<file path="config.mk">
export PLATFORM = sky130hd
export DESIGN_NAME = pie_enable_bank
export DESIGN_NICKNAME = d
export VERILOG_FILES = /design/src/design/pie_pkg.sv /design/src/design/pie_enable_bank.sv
export VERILOG_INCLUDE_DIRS = /design/src /design/src/design
export SDC_FILE = /design/constraint.sdc
export NUM_CORES = 1
export LEC_CHECK = 0
export ABC_CLOCK_PERIOD_IN_PS = 1900
export BUFFER_PORTS_ARGS = -buffer_cell sky130_fd_sc_hd__buf_4
export CAP_MARGIN = 20
export CORE_MARGIN = 10
export CORE_UTILIZATION = 56
export CTS_CLUSTER_DIAMETER = 30
export CTS_CLUSTER_SIZE = 12
export DETAILED_ROUTE_END_ITERATION = 12
export GPL_TIMING_DRIVEN = 0
export PLACE_DENSITY = 0.87
export SLEW_MARGIN = 0
export SYNTH_ARGS = -nofsm -noshare
export SYNTH_HDL_FRONTEND = slang
export SYNTH_SLANG_ARGS = --single-unit
export TNS_END_PERCENT = 20
</file>
<file path="constraint.sdc">
create_clock -name clk -period 1.9 [get_ports clk]
set_input_delay 0.095 -clock clk [delete_from_list [all_inputs] [get_ports clk]]
set_output_delay 0.095 -clock clk [all_outputs]
set_load 0.005 [all_outputs]
</file>
<file path="src/design/pie_defs.svh">
`ifndef PIE_DEFS_SVH
`define PIE_DEFS_SVH

// Register indices on the plain register port
`define PIE_ADDR_W           4
`define PIE_IDX_ENABLE_TWO   4'h2
`define PIE_IDX_ENABLE_THREE 4'h3
`define PIE_IDX_ENABLE_FOUR  4'h4
`define PIE_IDX_FLAG_TWO     4'h6
`define PIE_IDX_FLAG_THREE   4'h7
`define PIE_IDX_FLAG_FOUR    4'h8
`define PIE_IDX_STATUS       4'h9

// Implemented-bit masks, unimplemented bits read zero
`define PIE_MASK_TWO         8'hF9
`define PIE_MASK_THREE       8'h3A
`define PIE_MASK_FOUR        8'h03

// Reset values of all enables and flags
`define PIE_RESET_VAL        8'h00

// Field positions in enable/flag register two
`define PIE_BIT_OSC_FAIL     7
`define PIE_BIT_CMP_TWO      6
`define PIE_BIT_CMP_ONE      5
`define PIE_BIT_EE_DONE      4
`define PIE_BIT_SER1_COLL    3
`define PIE_BIT_CAP_TWO      0
// Field positions in register three
`define PIE_BIT_CAP_FOUR     5
`define PIE_BIT_CAP_THREE    4
`define PIE_BIT_TMR_SIX      3
`define PIE_BIT_TMR_FOUR     1
// Field positions in register four
`define PIE_BIT_SER2_COLL    1
`define PIE_BIT_SER2_EVENT   0

`endif

</file>
<file path="src/design/pie_pkg.sv">
package pie_pkg;

    typedef logic [7:0] pie_byte_type;

    // Whole state of the enable bank
    typedef struct packed {
        pie_byte_type enableTwo;
        pie_byte_type enableThree;
        pie_byte_type enableFour;
        pie_byte_type flagTwo;
        pie_byte_type flagThree;
        pie_byte_type flagFour;
        pie_byte_type rdData;
        logic         irqReq;
    } pie_state_type;

endpackage : pie_pkg

</file>
<file path="src/design/pie_enable_bank.sv">
`timescale 1ns/1ps
`default_nettype none
`include "pie_defs.svh"

module pie_enable_bank #(
    parameter bit LARGE_VARIANT = 1'b1
) (
    input  wire logic                    clk,
    input  wire logic                    rst_n,
    input  wire logic                    clkEn,
    input  wire logic [`PIE_ADDR_W-1:0]  regAddr,
    input  wire logic [7:0]              regWrData,
    input  wire logic                    regWrStb,
    input  wire logic                    regRdStb,
    output logic      [7:0]              regRdData,
    input  wire logic                    globalPeripheralIrqGate,
    input  wire logic [7:0]              eventTwo,
    input  wire logic [7:0]              eventThree,
    input  wire logic [7:0]              eventFour,
    output logic                         irqRequest
);

    pie_pkg::pie_state_type state_r;
    pie_pkg::pie_state_type state_nxt;

    // Mask of register three/four bits present in this variant
    localparam logic [7:0] MASK_THREE = LARGE_VARIANT ? `PIE_MASK_THREE : 8'h00;
    localparam logic [7:0] MASK_FOUR  = LARGE_VARIANT ? `PIE_MASK_FOUR  : 8'h00;

    // Flag update: hardware set wins over software clear
    function automatic logic [7:0] flag_next(
        input logic [7:0] cur,
        input logic [7:0] evt,
        input logic [7:0] mask,
        input logic       wr,
        input logic [7:0] wdat
    );
        logic [7:0] base;
        base = wr ? wdat : cur;
        return (base | evt) & mask;
    endfunction : flag_next

    logic wrTwo;
    logic wrThree;
    logic wrFour;
    logic wrFlagTwo;
    logic wrFlagThree;
    logic wrFlagFour;

    // Write decode
    assign wrTwo       = regWrStb && regAddr == `PIE_IDX_ENABLE_TWO;
    assign wrThree     = regWrStb && regAddr == `PIE_IDX_ENABLE_THREE;
    assign wrFour      = regWrStb && regAddr == `PIE_IDX_ENABLE_FOUR;
    assign wrFlagTwo   = regWrStb && regAddr == `PIE_IDX_FLAG_TWO;
    assign wrFlagThree = regWrStb && regAddr == `PIE_IDX_FLAG_THREE;
    assign wrFlagFour  = regWrStb && regAddr == `PIE_IDX_FLAG_FOUR;

    // Read selects, one per mapped index
    logic rdSelEnTwo;
    logic rdSelEnThree;
    logic rdSelEnFour;
    logic rdSelFlagTwo;
    logic rdSelFlagThree;
    logic rdSelFlagFour;
    logic rdSelStatus;
    assign rdSelEnTwo     = regRdStb && regAddr == `PIE_IDX_ENABLE_TWO;
    assign rdSelEnThree   = regRdStb && regAddr == `PIE_IDX_ENABLE_THREE;
    assign rdSelEnFour    = regRdStb && regAddr == `PIE_IDX_ENABLE_FOUR;
    assign rdSelFlagTwo   = regRdStb && regAddr == `PIE_IDX_FLAG_TWO;
    assign rdSelFlagThree = regRdStb && regAddr == `PIE_IDX_FLAG_THREE;
    assign rdSelFlagFour  = regRdStb && regAddr == `PIE_IDX_FLAG_FOUR;
    assign rdSelStatus    = regRdStb && regAddr == `PIE_IDX_STATUS;

    // Oscillator fail, register two
    // A stale flag fires as soon as its enable is set
    logic oscFailEvent;
    logic oscFailIrqEnable;
    logic oscFailPending;
    logic oscFailReq;

    // Event in, gated request out
    assign oscFailEvent     = eventTwo[`PIE_BIT_OSC_FAIL];
    assign oscFailIrqEnable = state_r.enableTwo[`PIE_BIT_OSC_FAIL];
    assign oscFailPending   = state_r.flagTwo[`PIE_BIT_OSC_FAIL];
    assign oscFailReq       = oscFailPending && oscFailIrqEnable;

    // Comparator two, register two
    // Comparator edges may come in bursts; the flag keeps one
    logic cmpTwoEvent;
    logic comparatorTwoIrqEnable;
    logic cmpTwoPending;
    logic cmpTwoReq;

    // Event in, gated request out
    assign cmpTwoEvent            = eventTwo[`PIE_BIT_CMP_TWO];
    assign comparatorTwoIrqEnable = state_r.enableTwo[`PIE_BIT_CMP_TWO];
    assign cmpTwoPending          = state_r.flagTwo[`PIE_BIT_CMP_TWO];
    assign cmpTwoReq              = cmpTwoPending && comparatorTwoIrqEnable;

    // Comparator one, register two
    // Separate enable from comparator two
    logic cmpOneEvent;
    logic comparatorOneIrqEnable;
    logic cmpOnePending;
    logic cmpOneReq;

    // Event in, gated request out
    assign cmpOneEvent            = eventTwo[`PIE_BIT_CMP_ONE];
    assign comparatorOneIrqEnable = state_r.enableTwo[`PIE_BIT_CMP_ONE];
    assign cmpOnePending          = state_r.flagTwo[`PIE_BIT_CMP_ONE];
    assign cmpOneReq              = cmpOnePending && comparatorOneIrqEnable;

    // EEPROM write completion, register two
    // Raised once per finished write
    logic eeDoneEvent;
    logic eepromWriteDoneIrqEnable;
    logic eeDonePending;
    logic eeDoneReq;

    // Event in, gated request out
    assign eeDoneEvent              = eventTwo[`PIE_BIT_EE_DONE];
    assign eepromWriteDoneIrqEnable = state_r.enableTwo[`PIE_BIT_EE_DONE];
    assign eeDonePending            = state_r.flagTwo[`PIE_BIT_EE_DONE];
    assign eeDoneReq                = eeDonePending && eepromWriteDoneIrqEnable;

    // Serial port one collision, register two
    // Collision is latched even while masked
    logic serOneCollEvent;
    logic serialOneCollisionIrqEnable;
    logic serOneCollPending;
    logic serOneCollReq;

    // Event in, gated request out
    assign serOneCollEvent             = eventTwo[`PIE_BIT_SER1_COLL];
    assign serialOneCollisionIrqEnable = state_r.enableTwo[`PIE_BIT_SER1_COLL];
    assign serOneCollPending           = state_r.flagTwo[`PIE_BIT_SER1_COLL];
    assign serOneCollReq               = serOneCollPending && serialOneCollisionIrqEnable;

    // Capture unit two, register two
    // Lowest implemented bit of register two
    logic capTwoEvent;
    logic captureTwoIrqEnable;
    logic capTwoPending;
    logic capTwoReq;

    // Event in, gated request out
    assign capTwoEvent         = eventTwo[`PIE_BIT_CAP_TWO];
    assign captureTwoIrqEnable = state_r.enableTwo[`PIE_BIT_CAP_TWO];
    assign capTwoPending       = state_r.flagTwo[`PIE_BIT_CAP_TWO];
    assign capTwoReq           = capTwoPending && captureTwoIrqEnable;

    // Capture unit four, register three
    // Tied off with register three in the smaller variant
    logic capFourEvent;
    logic captureFourIrqEnable;
    logic capFourPending;
    logic capFourReq;

    // Event in, gated request out
    assign capFourEvent         = eventThree[`PIE_BIT_CAP_FOUR];
    assign captureFourIrqEnable = state_r.enableThree[`PIE_BIT_CAP_FOUR];
    assign capFourPending       = state_r.flagThree[`PIE_BIT_CAP_FOUR];
    assign capFourReq           = capFourPending && captureFourIrqEnable;

    // Capture unit three, register three
    // Tied off with register three in the smaller variant
    logic capThreeEvent;
    logic captureThreeIrqEnable;
    logic capThreePending;
    logic capThreeReq;

    // Event in, gated request out
    assign capThreeEvent         = eventThree[`PIE_BIT_CAP_THREE];
    assign captureThreeIrqEnable = state_r.enableThree[`PIE_BIT_CAP_THREE];
    assign capThreePending       = state_r.flagThree[`PIE_BIT_CAP_THREE];
    assign capThreeReq           = capThreePending && captureThreeIrqEnable;

    // Timer six period match, register three
    // Periodic source; a slow handler sees only one pending match
    logic tmrSixEvent;
    logic timerSixMatchIrqEnable;
    logic tmrSixPending;
    logic tmrSixReq;

    // Event in, gated request out
    assign tmrSixEvent            = eventThree[`PIE_BIT_TMR_SIX];
    assign timerSixMatchIrqEnable = state_r.enableThree[`PIE_BIT_TMR_SIX];
    assign tmrSixPending          = state_r.flagThree[`PIE_BIT_TMR_SIX];
    assign tmrSixReq              = tmrSixPending && timerSixMatchIrqEnable;

    // Timer four period match, register three
    // Periodic source; a slow handler sees only one pending match
    logic tmrFourEvent;
    logic timerFourMatchIrqEnable;
    logic tmrFourPending;
    logic tmrFourReq;

    // Event in, gated request out
    assign tmrFourEvent            = eventThree[`PIE_BIT_TMR_FOUR];
    assign timerFourMatchIrqEnable = state_r.enableThree[`PIE_BIT_TMR_FOUR];
    assign tmrFourPending          = state_r.flagThree[`PIE_BIT_TMR_FOUR];
    assign tmrFourReq              = tmrFourPending && timerFourMatchIrqEnable;

    // Serial port two collision, register four
    // Tied off with register four in the smaller variant
    logic serTwoCollEvent;
    logic serialTwoCollisionIrqEnable;
    logic serTwoCollPending;
    logic serTwoCollReq;

    // Event in, gated request out
    assign serTwoCollEvent             = eventFour[`PIE_BIT_SER2_COLL];
    assign serialTwoCollisionIrqEnable = state_r.enableFour[`PIE_BIT_SER2_COLL];
    assign serTwoCollPending           = state_r.flagFour[`PIE_BIT_SER2_COLL];
    assign serTwoCollReq               = serTwoCollPending && serialTwoCollisionIrqEnable;

    // Serial port two event, register four
    // Tied off with register four in the smaller variant
    logic serTwoEvtEvent;
    logic serialTwoEventIrqEnable;
    logic serTwoEvtPending;
    logic serTwoEvtReq;

    // Event in, gated request out
    assign serTwoEvtEvent          = eventFour[`PIE_BIT_SER2_EVENT];
    assign serialTwoEventIrqEnable = state_r.enableFour[`PIE_BIT_SER2_EVENT];
    assign serTwoEvtPending        = state_r.flagFour[`PIE_BIT_SER2_EVENT];
    assign serTwoEvtReq            = serTwoEvtPending && serialTwoEventIrqEnable;

    // Source events gathered back into register order
    logic [7:0] evtTwo;
    logic [7:0] evtThree;
    logic [7:0] evtFour;
    assign evtTwo   = {oscFailEvent, cmpTwoEvent, cmpOneEvent, eeDoneEvent,
                       serOneCollEvent, 2'h0, capTwoEvent};
    assign evtThree = {2'h0, capFourEvent, capThreeEvent, tmrSixEvent,
                       1'h0, tmrFourEvent, 1'h0};
    assign evtFour  = {6'h00, serTwoCollEvent, serTwoEvtEvent};

    // Next-state logic
    always_comb begin
        state_nxt = state_r;
        // Enable bits, one per source; unimplemented bits stay zero
        if (wrTwo) begin
            state_nxt.enableTwo[`PIE_BIT_OSC_FAIL]  = regWrData[`PIE_BIT_OSC_FAIL];
            state_nxt.enableTwo[`PIE_BIT_CMP_TWO]   = regWrData[`PIE_BIT_CMP_TWO];
            state_nxt.enableTwo[`PIE_BIT_CMP_ONE]   = regWrData[`PIE_BIT_CMP_ONE];
            state_nxt.enableTwo[`PIE_BIT_EE_DONE]   = regWrData[`PIE_BIT_EE_DONE];
            state_nxt.enableTwo[`PIE_BIT_SER1_COLL] = regWrData[`PIE_BIT_SER1_COLL];
            state_nxt.enableTwo[`PIE_BIT_CAP_TWO]   = regWrData[`PIE_BIT_CAP_TWO];
        end
        // Registers three and four exist only in the larger variant
        if (wrThree && LARGE_VARIANT) begin
            state_nxt.enableThree[`PIE_BIT_CAP_FOUR]  = regWrData[`PIE_BIT_CAP_FOUR];
            state_nxt.enableThree[`PIE_BIT_CAP_THREE] = regWrData[`PIE_BIT_CAP_THREE];
            state_nxt.enableThree[`PIE_BIT_TMR_SIX]   = regWrData[`PIE_BIT_TMR_SIX];
            state_nxt.enableThree[`PIE_BIT_TMR_FOUR]  = regWrData[`PIE_BIT_TMR_FOUR];
        end
        if (wrFour && LARGE_VARIANT) begin
            state_nxt.enableFour[`PIE_BIT_SER2_COLL]  = regWrData[`PIE_BIT_SER2_COLL];
            state_nxt.enableFour[`PIE_BIT_SER2_EVENT] = regWrData[`PIE_BIT_SER2_EVENT];
        end
        // Register two flags
        state_nxt.flagTwo   = flag_next(state_r.flagTwo, evtTwo, `PIE_MASK_TWO,
                                        wrFlagTwo, regWrData);
        // Register three flags, absent in the smaller variant
        state_nxt.flagThree = flag_next(state_r.flagThree, evtThree, MASK_THREE,
                                        wrFlagThree, regWrData);
        // Register four flags, absent in the smaller variant
        state_nxt.flagFour  = flag_next(state_r.flagFour, evtFour, MASK_FOUR,
                                        wrFlagFour, regWrData);
        // Read data, one cycle after the strobe, zero otherwise
        state_nxt.rdData = 8'h00;
        if (rdSelEnTwo) begin
            state_nxt.rdData = state_r.enableTwo;
        end
        if (rdSelEnThree) begin
            state_nxt.rdData = state_r.enableThree;
        end
        if (rdSelEnFour) begin
            state_nxt.rdData = state_r.enableFour;
        end
        if (rdSelFlagTwo) begin
            state_nxt.rdData = state_r.flagTwo;
        end
        if (rdSelFlagThree) begin
            state_nxt.rdData = state_r.flagThree;
        end
        if (rdSelFlagFour) begin
            state_nxt.rdData = state_r.flagFour;
        end
        if (rdSelStatus) begin
            state_nxt.rdData = {7'h00, state_r.irqReq};
        end
        // Request toward the core
        state_nxt.irqReq = globalPeripheralIrqGate &&
            (oscFailReq ||
             cmpTwoReq ||
             cmpOneReq ||
             eeDoneReq ||
             serOneCollReq ||
             capTwoReq ||
             capFourReq ||
             capThreeReq ||
             tmrSixReq ||
             tmrFourReq ||
             serTwoCollReq ||
             serTwoEvtReq);
    end

    // State register with clock enable
    always_ff @(posedge clk or negedge rst_n) begin
        if (!rst_n) begin
            state_r <= '0;
        end else if (clkEn) begin
            state_r <= state_nxt;
        end
    end

    assign regRdData  = state_r.rdData;
    assign irqRequest = state_r.irqReq;

endmodule : pie_enable_bank

`default_nettype wire

</file>
==> results of run 1 <==
cell type report:
class                   instances  area (um2)
repair buffers                 56         463
clock buffers                   6        41.3
multi-input cells             125         885
well taps                      44        55.1
fillers                       221         698
flip-flops and latches         32         801
inverters                       5        18.8
plain buffers                  19         111
clock inverters                 1        5.00
synthesized netlist by cell type, types with 3 or more instances:
cell	number
nand4b_1	3
a22oi_1	4
dfrtp_1	32
o32ai_1	3
nor3b_1	3
or3b_1	3
mux2_1	12
nand3_1	23
inv_1	5
a21oi_1	3
o21ai_1	5
buf_4	8
nand2_1	17
nand4_1	3
clkbuf_1	7
mux2_4	6
o21ai_0	13
flip-flops by register name, summed over array words and instances (netlist names):
name	flops
eeDonePending	1
cmpTwoPending	1
irqRequest	1
cmpOnePending	1
comparatorOneIrqEnable	1
serOneCollPending	1
serialOneCollisionIrqEnable	1
state_r	4
capFourPending	1
serialTwoCollisionIrqEnable	1
captureTwoIrqEnable	1
captureThreeIrqEnable	1
comparatorTwoIrqEnable	1
serTwoCollPending	1
captureFourIrqEnable	1
serialTwoEventIrqEnable	1
regRdData	7
oscFailPending	1
capThreePending	1
oscFailIrqEnable	1
eepromWriteDoneIrqEnable	1
capTwoPending	1
serTwoEvtPending	1
power by group through the flow:
stage               Sequential (mW)  Combinational, mW  Clock [mW]
floorplan                     0.801              0.193           0
global placement              0.818              0.313           0
detailed placement            0.820              0.321           0
CTS                           0.807              0.349       0.369
global route                  0.819              0.390       0.392
finish                        0.810              0.355       0.364
cells by family (layout without fill, tap and decap cells):
logic type | after synthesis | in the layout | share of synthesized area [%]
AND/OR/NAND/NOR | 71 | 71 | 23.6
AO/OA/AOI/OAI | 34 | 34 | 12.0
flip-flops | 32 | 32 | 44.1
buffers and inverters | 24 | 87 | 7.17
multiplexers | 19 | 19 | 13.0
other | 1 | 1 | 0.207
final timing paths:
| kind | cells past startpoint | from | slack [ns] | endpoint |
|---|---|---|---|---|
| worst max-delay path | 6 | regAddr[2] | 0.19 | oscFailPending |
| worst min-delay path | 2 | regWrData[1] | 0.01 | state_r[42] |
| worst max register to register | 3 | oscFailPending | 0.63 | oscFailPending |
| worst min register to register | 1 | captureFourIrqEnable | 0.52 | captureFourIrqEnable |
| max in group asynchronous | 2 | rst_n | 1.39 | serialTwoEventIrqEnable |
| min in group asynchronous | 2 | rst_n | 0.22 | serialOneCollisionIrqEnable |
layer usage:
layer  vias to the layer above  share of wire [%]
met5                         -                  0
met4                         0               0.96
met3                         5                 10
met1                       781                 40
met2                        78                 49
li1                        784                  -
timing repair:
action                                 4_1_cts  5_1_grt
setup endpoints to repair                    0        1
hold buffers                                17        0
setup buffers                                0        3
endpoints found under the hold margin       47        0
stage by stage:
step | total power [mW] | setup WS, ns | cells
6_report | 1.53 | 0.191 | 288
2_1_floorplan | 0.994 | 0.641 | 181
3_3_place_gp | 1.13 | 0.325 | 261
5_1_grt | 1.60 | 0.0552 | 288
4_1_cts | 1.52 | 0.114 | 285
3_5_place_dp | 1.14 | 0.257 | 261
==> results.py, run 1 <==
metrics = {
    "worst_setup_path": {
        "worst-setup-path-type": "input port to flip-flop",
        "cp.arrival_ns": 1.94,
        "cp_cell_sequence": "buf_4 > clkbuf_1 > nand4b_1 > o21ai_0 > nand3_1 > dlygate4sd3_1",
        "critical-path-top-delay-family": "buffers and inverters",
        "cp_slowest_stage_delay_ns": 0.56,
        "path_buf_inv": 3,
        "critPathMaxFanout": 10,
        "crit_required_ns": 2.14,
        "end_kind": "flip-flop",
        "start_kind": "input port",
        "crit_path_top_delay_cell": "dlygate4sd3_1",
    },
    "placed_design": {
        "place_congestion": 0.956,
        "dp_hpwl_um": 3460,
        "placed_area_um2": 2140,
        "io_buffers": 36,
    },
    "logic_synthesis": {
        "synth_area_leader_cell": "dfrtp_1",
        "synth_top_area_share_pct": 44.1,
        "synth_edf_count": 0,
        "syn-num-nets": 223,
        "netlist-cell-type-count": 40,
        "synth_seq_cells": 32,
        "synthArstFlopShare_pct": 100,
        "ys_seq_area_share_pct": 44.1,
        "avgSynthCellArea_um2": 10.0,
        "syn_inst": 181,
        "yosysWarnings": 0,
        "synth_top_flop_cell": "dfrtp_1",
        "synth_area_leaders": "dfrtp_1 44%, mux2_1 7.4%, nand3_1 6.3%, mux2_4 5.0%, o21ai_0 3.6%",
        "netlist_area_um2": 1820,
    },
    "route": {
        "drt-initial-drc-count": 137,
        "wl_per_cell_um": 17.7,
        "ant_nets": 0,
        "num_vias": 1648,
        "dr.pass1.iters": 4,
        "via_per_inst": 5.72,
        "route.detailed.drc": 0,
        "wl_um": 5090,
    },
    "power": {
        "ir_drop_mv": 0.505,
        "p_leak_nw": 1.03,
        "power_density_nw_per_um2": 643,
        "pwr-share-comb_pct": 23.2,
        "power_switching_mw": 0.438,
        "power.internal_mw": 1.09,
        "clockPowerShare_pct": 23.8,
        "seqPwrFrac_pct": 53.0,
        "switching_share_pct": 28.7,
    },
    "sta": {
        "fin_skew_ns": 0.0105,
        "timing.hold.ws_ns": 0.00970,
        "maxSlewHeadroom_pct": 60.7,
        "fin_crit_ns": 1.71,
        "rsz0062_at_grt": "no",
        "hold_viol_final": 0,
        "finalSetupViolCount": 0,
        "tightest_slew_ns": 0.585,
        "period_share_pct": 89.9,
        "report.final.slew_viol_count": 0,
        "clock.fmax_mhz": 585,
        "setup_tns_ns": 0,
    },
    "cts": {
        "cts_sinks": 32,
        "cts-root-buf": "clkbuf_4",
        "post_cts_resized": 0,
        "insertion_delay_ns": 0.34,
        "cts-htree-levels": 2,
        "cts_tree": "done",
        "clockBufferDepth": 2,
        "path_clk_slew_ns": 0.10,
        "numCtsBuffers": 5,
    },
    "grt": {
        "grt_max_degree": 33,
        "grt_pass1_wl_um": 8600,
        "grt_pass1_vias": 1726,
        "track_usage_pct": 17.8,
        "met3_usage_pct": 7.46,
        "grt_util_met2_pct": 28.4,
        "antenna_found_initial": 0,
        "grt-ovfl-total": 0,
        "gr-usage-met1_pct": 21.0,
        "grt-busiest-layer": "met2",
    },
    "final_layout": {
        "syn2layout_area_growth_pct": 31.1,
        "final_layout_size_suffix_gt1_share_pct": 26.6,
        "utilization_pct": 77.3,
        "n_antenna_cell": 0,
        "layout_common_cells": "47 x buf_4, 32 x dfrtp_1, 23 x nand3_1",
        "fin_nets": 286,
        "layout_commonest_cell": "buf_4",
        "postLayoutCellArea_um2": 2380,
    },
    "floorplan": {
        "fp.dieW_um": 76.9,
        "die-height_um": 76.9,
        "ios": 51,
        "initial_core_util_pct": 59.0,
        "core-area_um2": 3080,
        "fp-row-count": 20,
        "die_area_um2": 5920,
    },
    "hold_path": {
        "hp-class": "input port to flip-flop",
    },
    "run": {
        "drv_cap": 0,
    },
    "outcome": {
        "outcome": "finished, final reports clean",
    },
}
No activity file was read; power rests on OpenSTA's default activity.
==> run 2: changes to the inputs <==
--- a/config.mk
+++ b/config.mk
@@ -10,12 +10,12 @@
 export BUFFER_PORTS_ARGS = -buffer_cell sky130_fd_sc_hd__buf_4
 export CAP_MARGIN = 20
 export CORE_MARGIN = 10
-export CORE_UTILIZATION = 56
+export CORE_UTILIZATION = 50
 export CTS_CLUSTER_DIAMETER = 30
 export CTS_CLUSTER_SIZE = 12
 export DETAILED_ROUTE_END_ITERATION = 12
 export GPL_TIMING_DRIVEN = 0
-export PLACE_DENSITY = 0.87
+export PLACE_DENSITY = 0.8
 export SLEW_MARGIN = 0
 export SYNTH_ARGS = -nofsm -noshare
 export SYNTH_HDL_FRONTEND = slang
==> run 2 against run 1 <==
  * Sequential power about the same
  * Clock-buffer cell count grew 2
  * First-iteration DRC count increased by 38%
  * Die area rose by 8.8%
  * Register-to-register slack barely moved
  * Setup slack better by 0.38 ns
  * Routed wire length is 0.73% higher
  * Fmax grew 29%
  * Critical path type unchanged
==> results.py, run 2 (synthesized netlist as in run 1, its figures left out) <==
metrics = {
    "sta": {
        "finalSetupViolCount": 0,
        "report.final.slew_viol_count": 0,
        "fin_crit_ns": 1.33,
        "setup_tns_ns": 0,
        "fin_skew_ns": 0.00504,
        "maxSlewHeadroom_pct": 62.8,
        "tightest_slew_ns": 0.554,
        "rsz0062_at_grt": "no",
        "period_share_pct": 69.9,
        "layout_setup_ws_ns": 0.571,
        "clock.fmax_mhz": 753,
        "hold_viol_final": 0,
    },
    "cts": {
        "cts_tree": "done",
        "numCtsBuffers": 5,
        "path_clk_slew_ns": 0.10,
        "insertion_delay_ns": 0.33,
        "cts-htree-levels": 2,
        "cts-root-buf": "clkbuf_4",
        "clockBufferDepth": 2,
        "post_cts_resized": 0,
        "cts_sinks": 32,
    },
    "final_layout": {
        "syn2layout_area_growth_pct": 29.0,
        "layout_commonest_cell": "buf_4",
        "largest_reg_flops": 7,
        "utilization_pct": 68.6,
        "fin_nets": 280,
        "layout_common_cells": "44 x buf_4, 32 x dfrtp_1, 23 x nand3_1",
        "fill_cells": 272,
        "n_antenna_cell": 0,
        "fin_cells": 285,
        "final_layout_size_suffix_gt1_share_pct": 25.9,
    },
    "grt": {
        "grt_pass1_wl_um": 8360,
        "grt_pass1_vias": 1705,
        "track_usage_pct": 16.6,
        "antenna_found_initial": 0,
        "grt-ovfl-total": 0,
        "grt_max_degree": 33,
    },
    "placed_design": {
        "io_buffers": 36,
        "dp_hpwl_um": 3500,
        "place_ws_ns": 0.293,
        "place_congestion": 0.964,
        "placedCellCount": 263,
    },
    "hold_path": {
        "hp-class": "input port to flip-flop",
        "whs_path_depth": 2,
        "min_from": "regWrData[4]",
        "whs_endpoint": "captureThreeIrqEnable",
    },
    "floorplan": {
        "die-height_um": 80.3,
        "core-area_um2": 3420,
        "initial_core_util_pct": 53.2,
        "die_area_um2": 6440,
        "fp-row-count": 21,
        "ios": 51,
        "fp.dieW_um": 80.3,
    },
    "power": {
        "ir_drop_mv": 0.432,
        "switching_share_pct": 27.8,
        "power_mw": 1.57,
        "clockPowerShare_pct": 26.3,
        "p_leak_nw": 1.02,
        "power_switching_mw": 0.436,
        "power.internal_mw": 1.13,
        "pwr-share-comb_pct": 22.3,
        "power_density_nw_per_um2": 669,
        "seqPwrFrac_pct": 51.5,
    },
    "worst_setup_path": {
        "path_buf_inv": 2,
        "reg2reg_depth": 3,
        "r2r-end": "regRdData[0]",
        "crit_required_ns": 2.11,
        "cp.arrival_ns": 1.53,
        "worst-setup-path-type": "input port to flip-flop",
        "crit_path_top_delay_cell": "nand4b_1",
        "rrSetupSlack_ns": 0.62,
        "start_kind": "input port",
        "crit-reg2reg-launch": "capTwoPending",
        "end_kind": "flip-flop",
        "critPathMaxFanout": 10,
        "cp_cell_sequence": "buf_4 > clkbuf_1 > nand4b_1 > o21ai_0 > nand3_1",
        "cp_slowest_stage_delay_ns": 0.50,
        "critical-path-top-delay-family": "simple AND/OR/NAND/NOR gates",
    },
    "outcome": {
        "outcome": "finished, final reports clean",
    },
    "route": {
        "dr.pass1.iters": 5,
        "via_per_inst": 5.85,
        "route.detailed.drc": 0,
        "wl_um": 5130,
        "wl_per_cell_um": 18.0,
        "drt-initial-drc-count": 189,
        "num_vias": 1666,
        "ant_nets": 0,
    },
    "run": {
        "drv_cap": 0,
    },
}
[run 2: cell types whose count changed in the layout (fill, tap and decap cells not counted), sizes merged]
cell and change:
buf -3, dlygate4sd3 -3, clkbuf +2, clkinv -1
[run 2: worst reg2reg max path, stage by stage (launching register included)]
cell	delay, ns
dfrtp_1	0.40
nor4bb_1	0.07
or4b_1	0.54
a31oi_1	0.19
[run 2: layer usage]
metal / vias up / GRT usage, % / part of all wire [%]
met1: 792 / 19.6 / 40
met3: 14 / 5.12 / 8.1
met4: 0 / 6.16 / 1.9
li1: 774 / - / -
met5: - / 0 / 0
met2: 86 / 27.8 / 50
[run 2: repair_timing]
item | in CTS | in global routing
setup endpoints to repair | 0 | 0
hold endpoints to repair | 45 | 0
hold buffers | 14 | 0
buffers inserted | 0 | 0
[run 2: through the flow]
| step | hold WS [ns] | cell area [um2] |
|---|---|---|
| detailed placement | 0.0537 | 2140 |
| CTS | 0.000935 | 2340 |
| floorplan | -0.201 | 1820 |
| finish | 0.00957 | 2340 |
| global route | 0.00573 | 2340 |
| global placement | 0.0497 | 2140 |
[run 2: how the worst max path moves through the flow]
stage	endpoint	startpoint	depth (start not counted)
finish	state_r[18]	regAddr[2]	5
global placement	capFourPending	regAddr[2]	5
floorplan	captureTwoIrqEnable	regAddr[0]	4
global route	cmpTwoPending	regAddr[2]	5
detailed placement	state_r[18]	regAddr[2]	5
CTS	state_r[18]	regAddr[2]	5
[run 2: power groups by stage]
stage	combinational (mW)	clock, mW	sequential [mW]
after global routing	0.385	0.447	0.819
after global placement	0.316	0	0.816
after detailed placement	0.323	0	0.818
after CTS	0.347	0.414	0.804
after floorplan	0.193	0	0.801
final	0.349	0.412	0.807
[run 2: area by class of cell]
class | count | area [um2] | share of cell area [%]
Multi-Input combinational cell | 125 | 885 | 37.8
Sequential cell | 32 | 801 | 34.2
Timing Repair Buffer | 50 | 410 | 17.5
Buffer | 19 | 111 | 4.75
Clock buffer | 8 | 58.8 | 2.51
Tap cell | 46 | 57.6 | 2.46
Inverter | 5 | 18.8 | 0.801
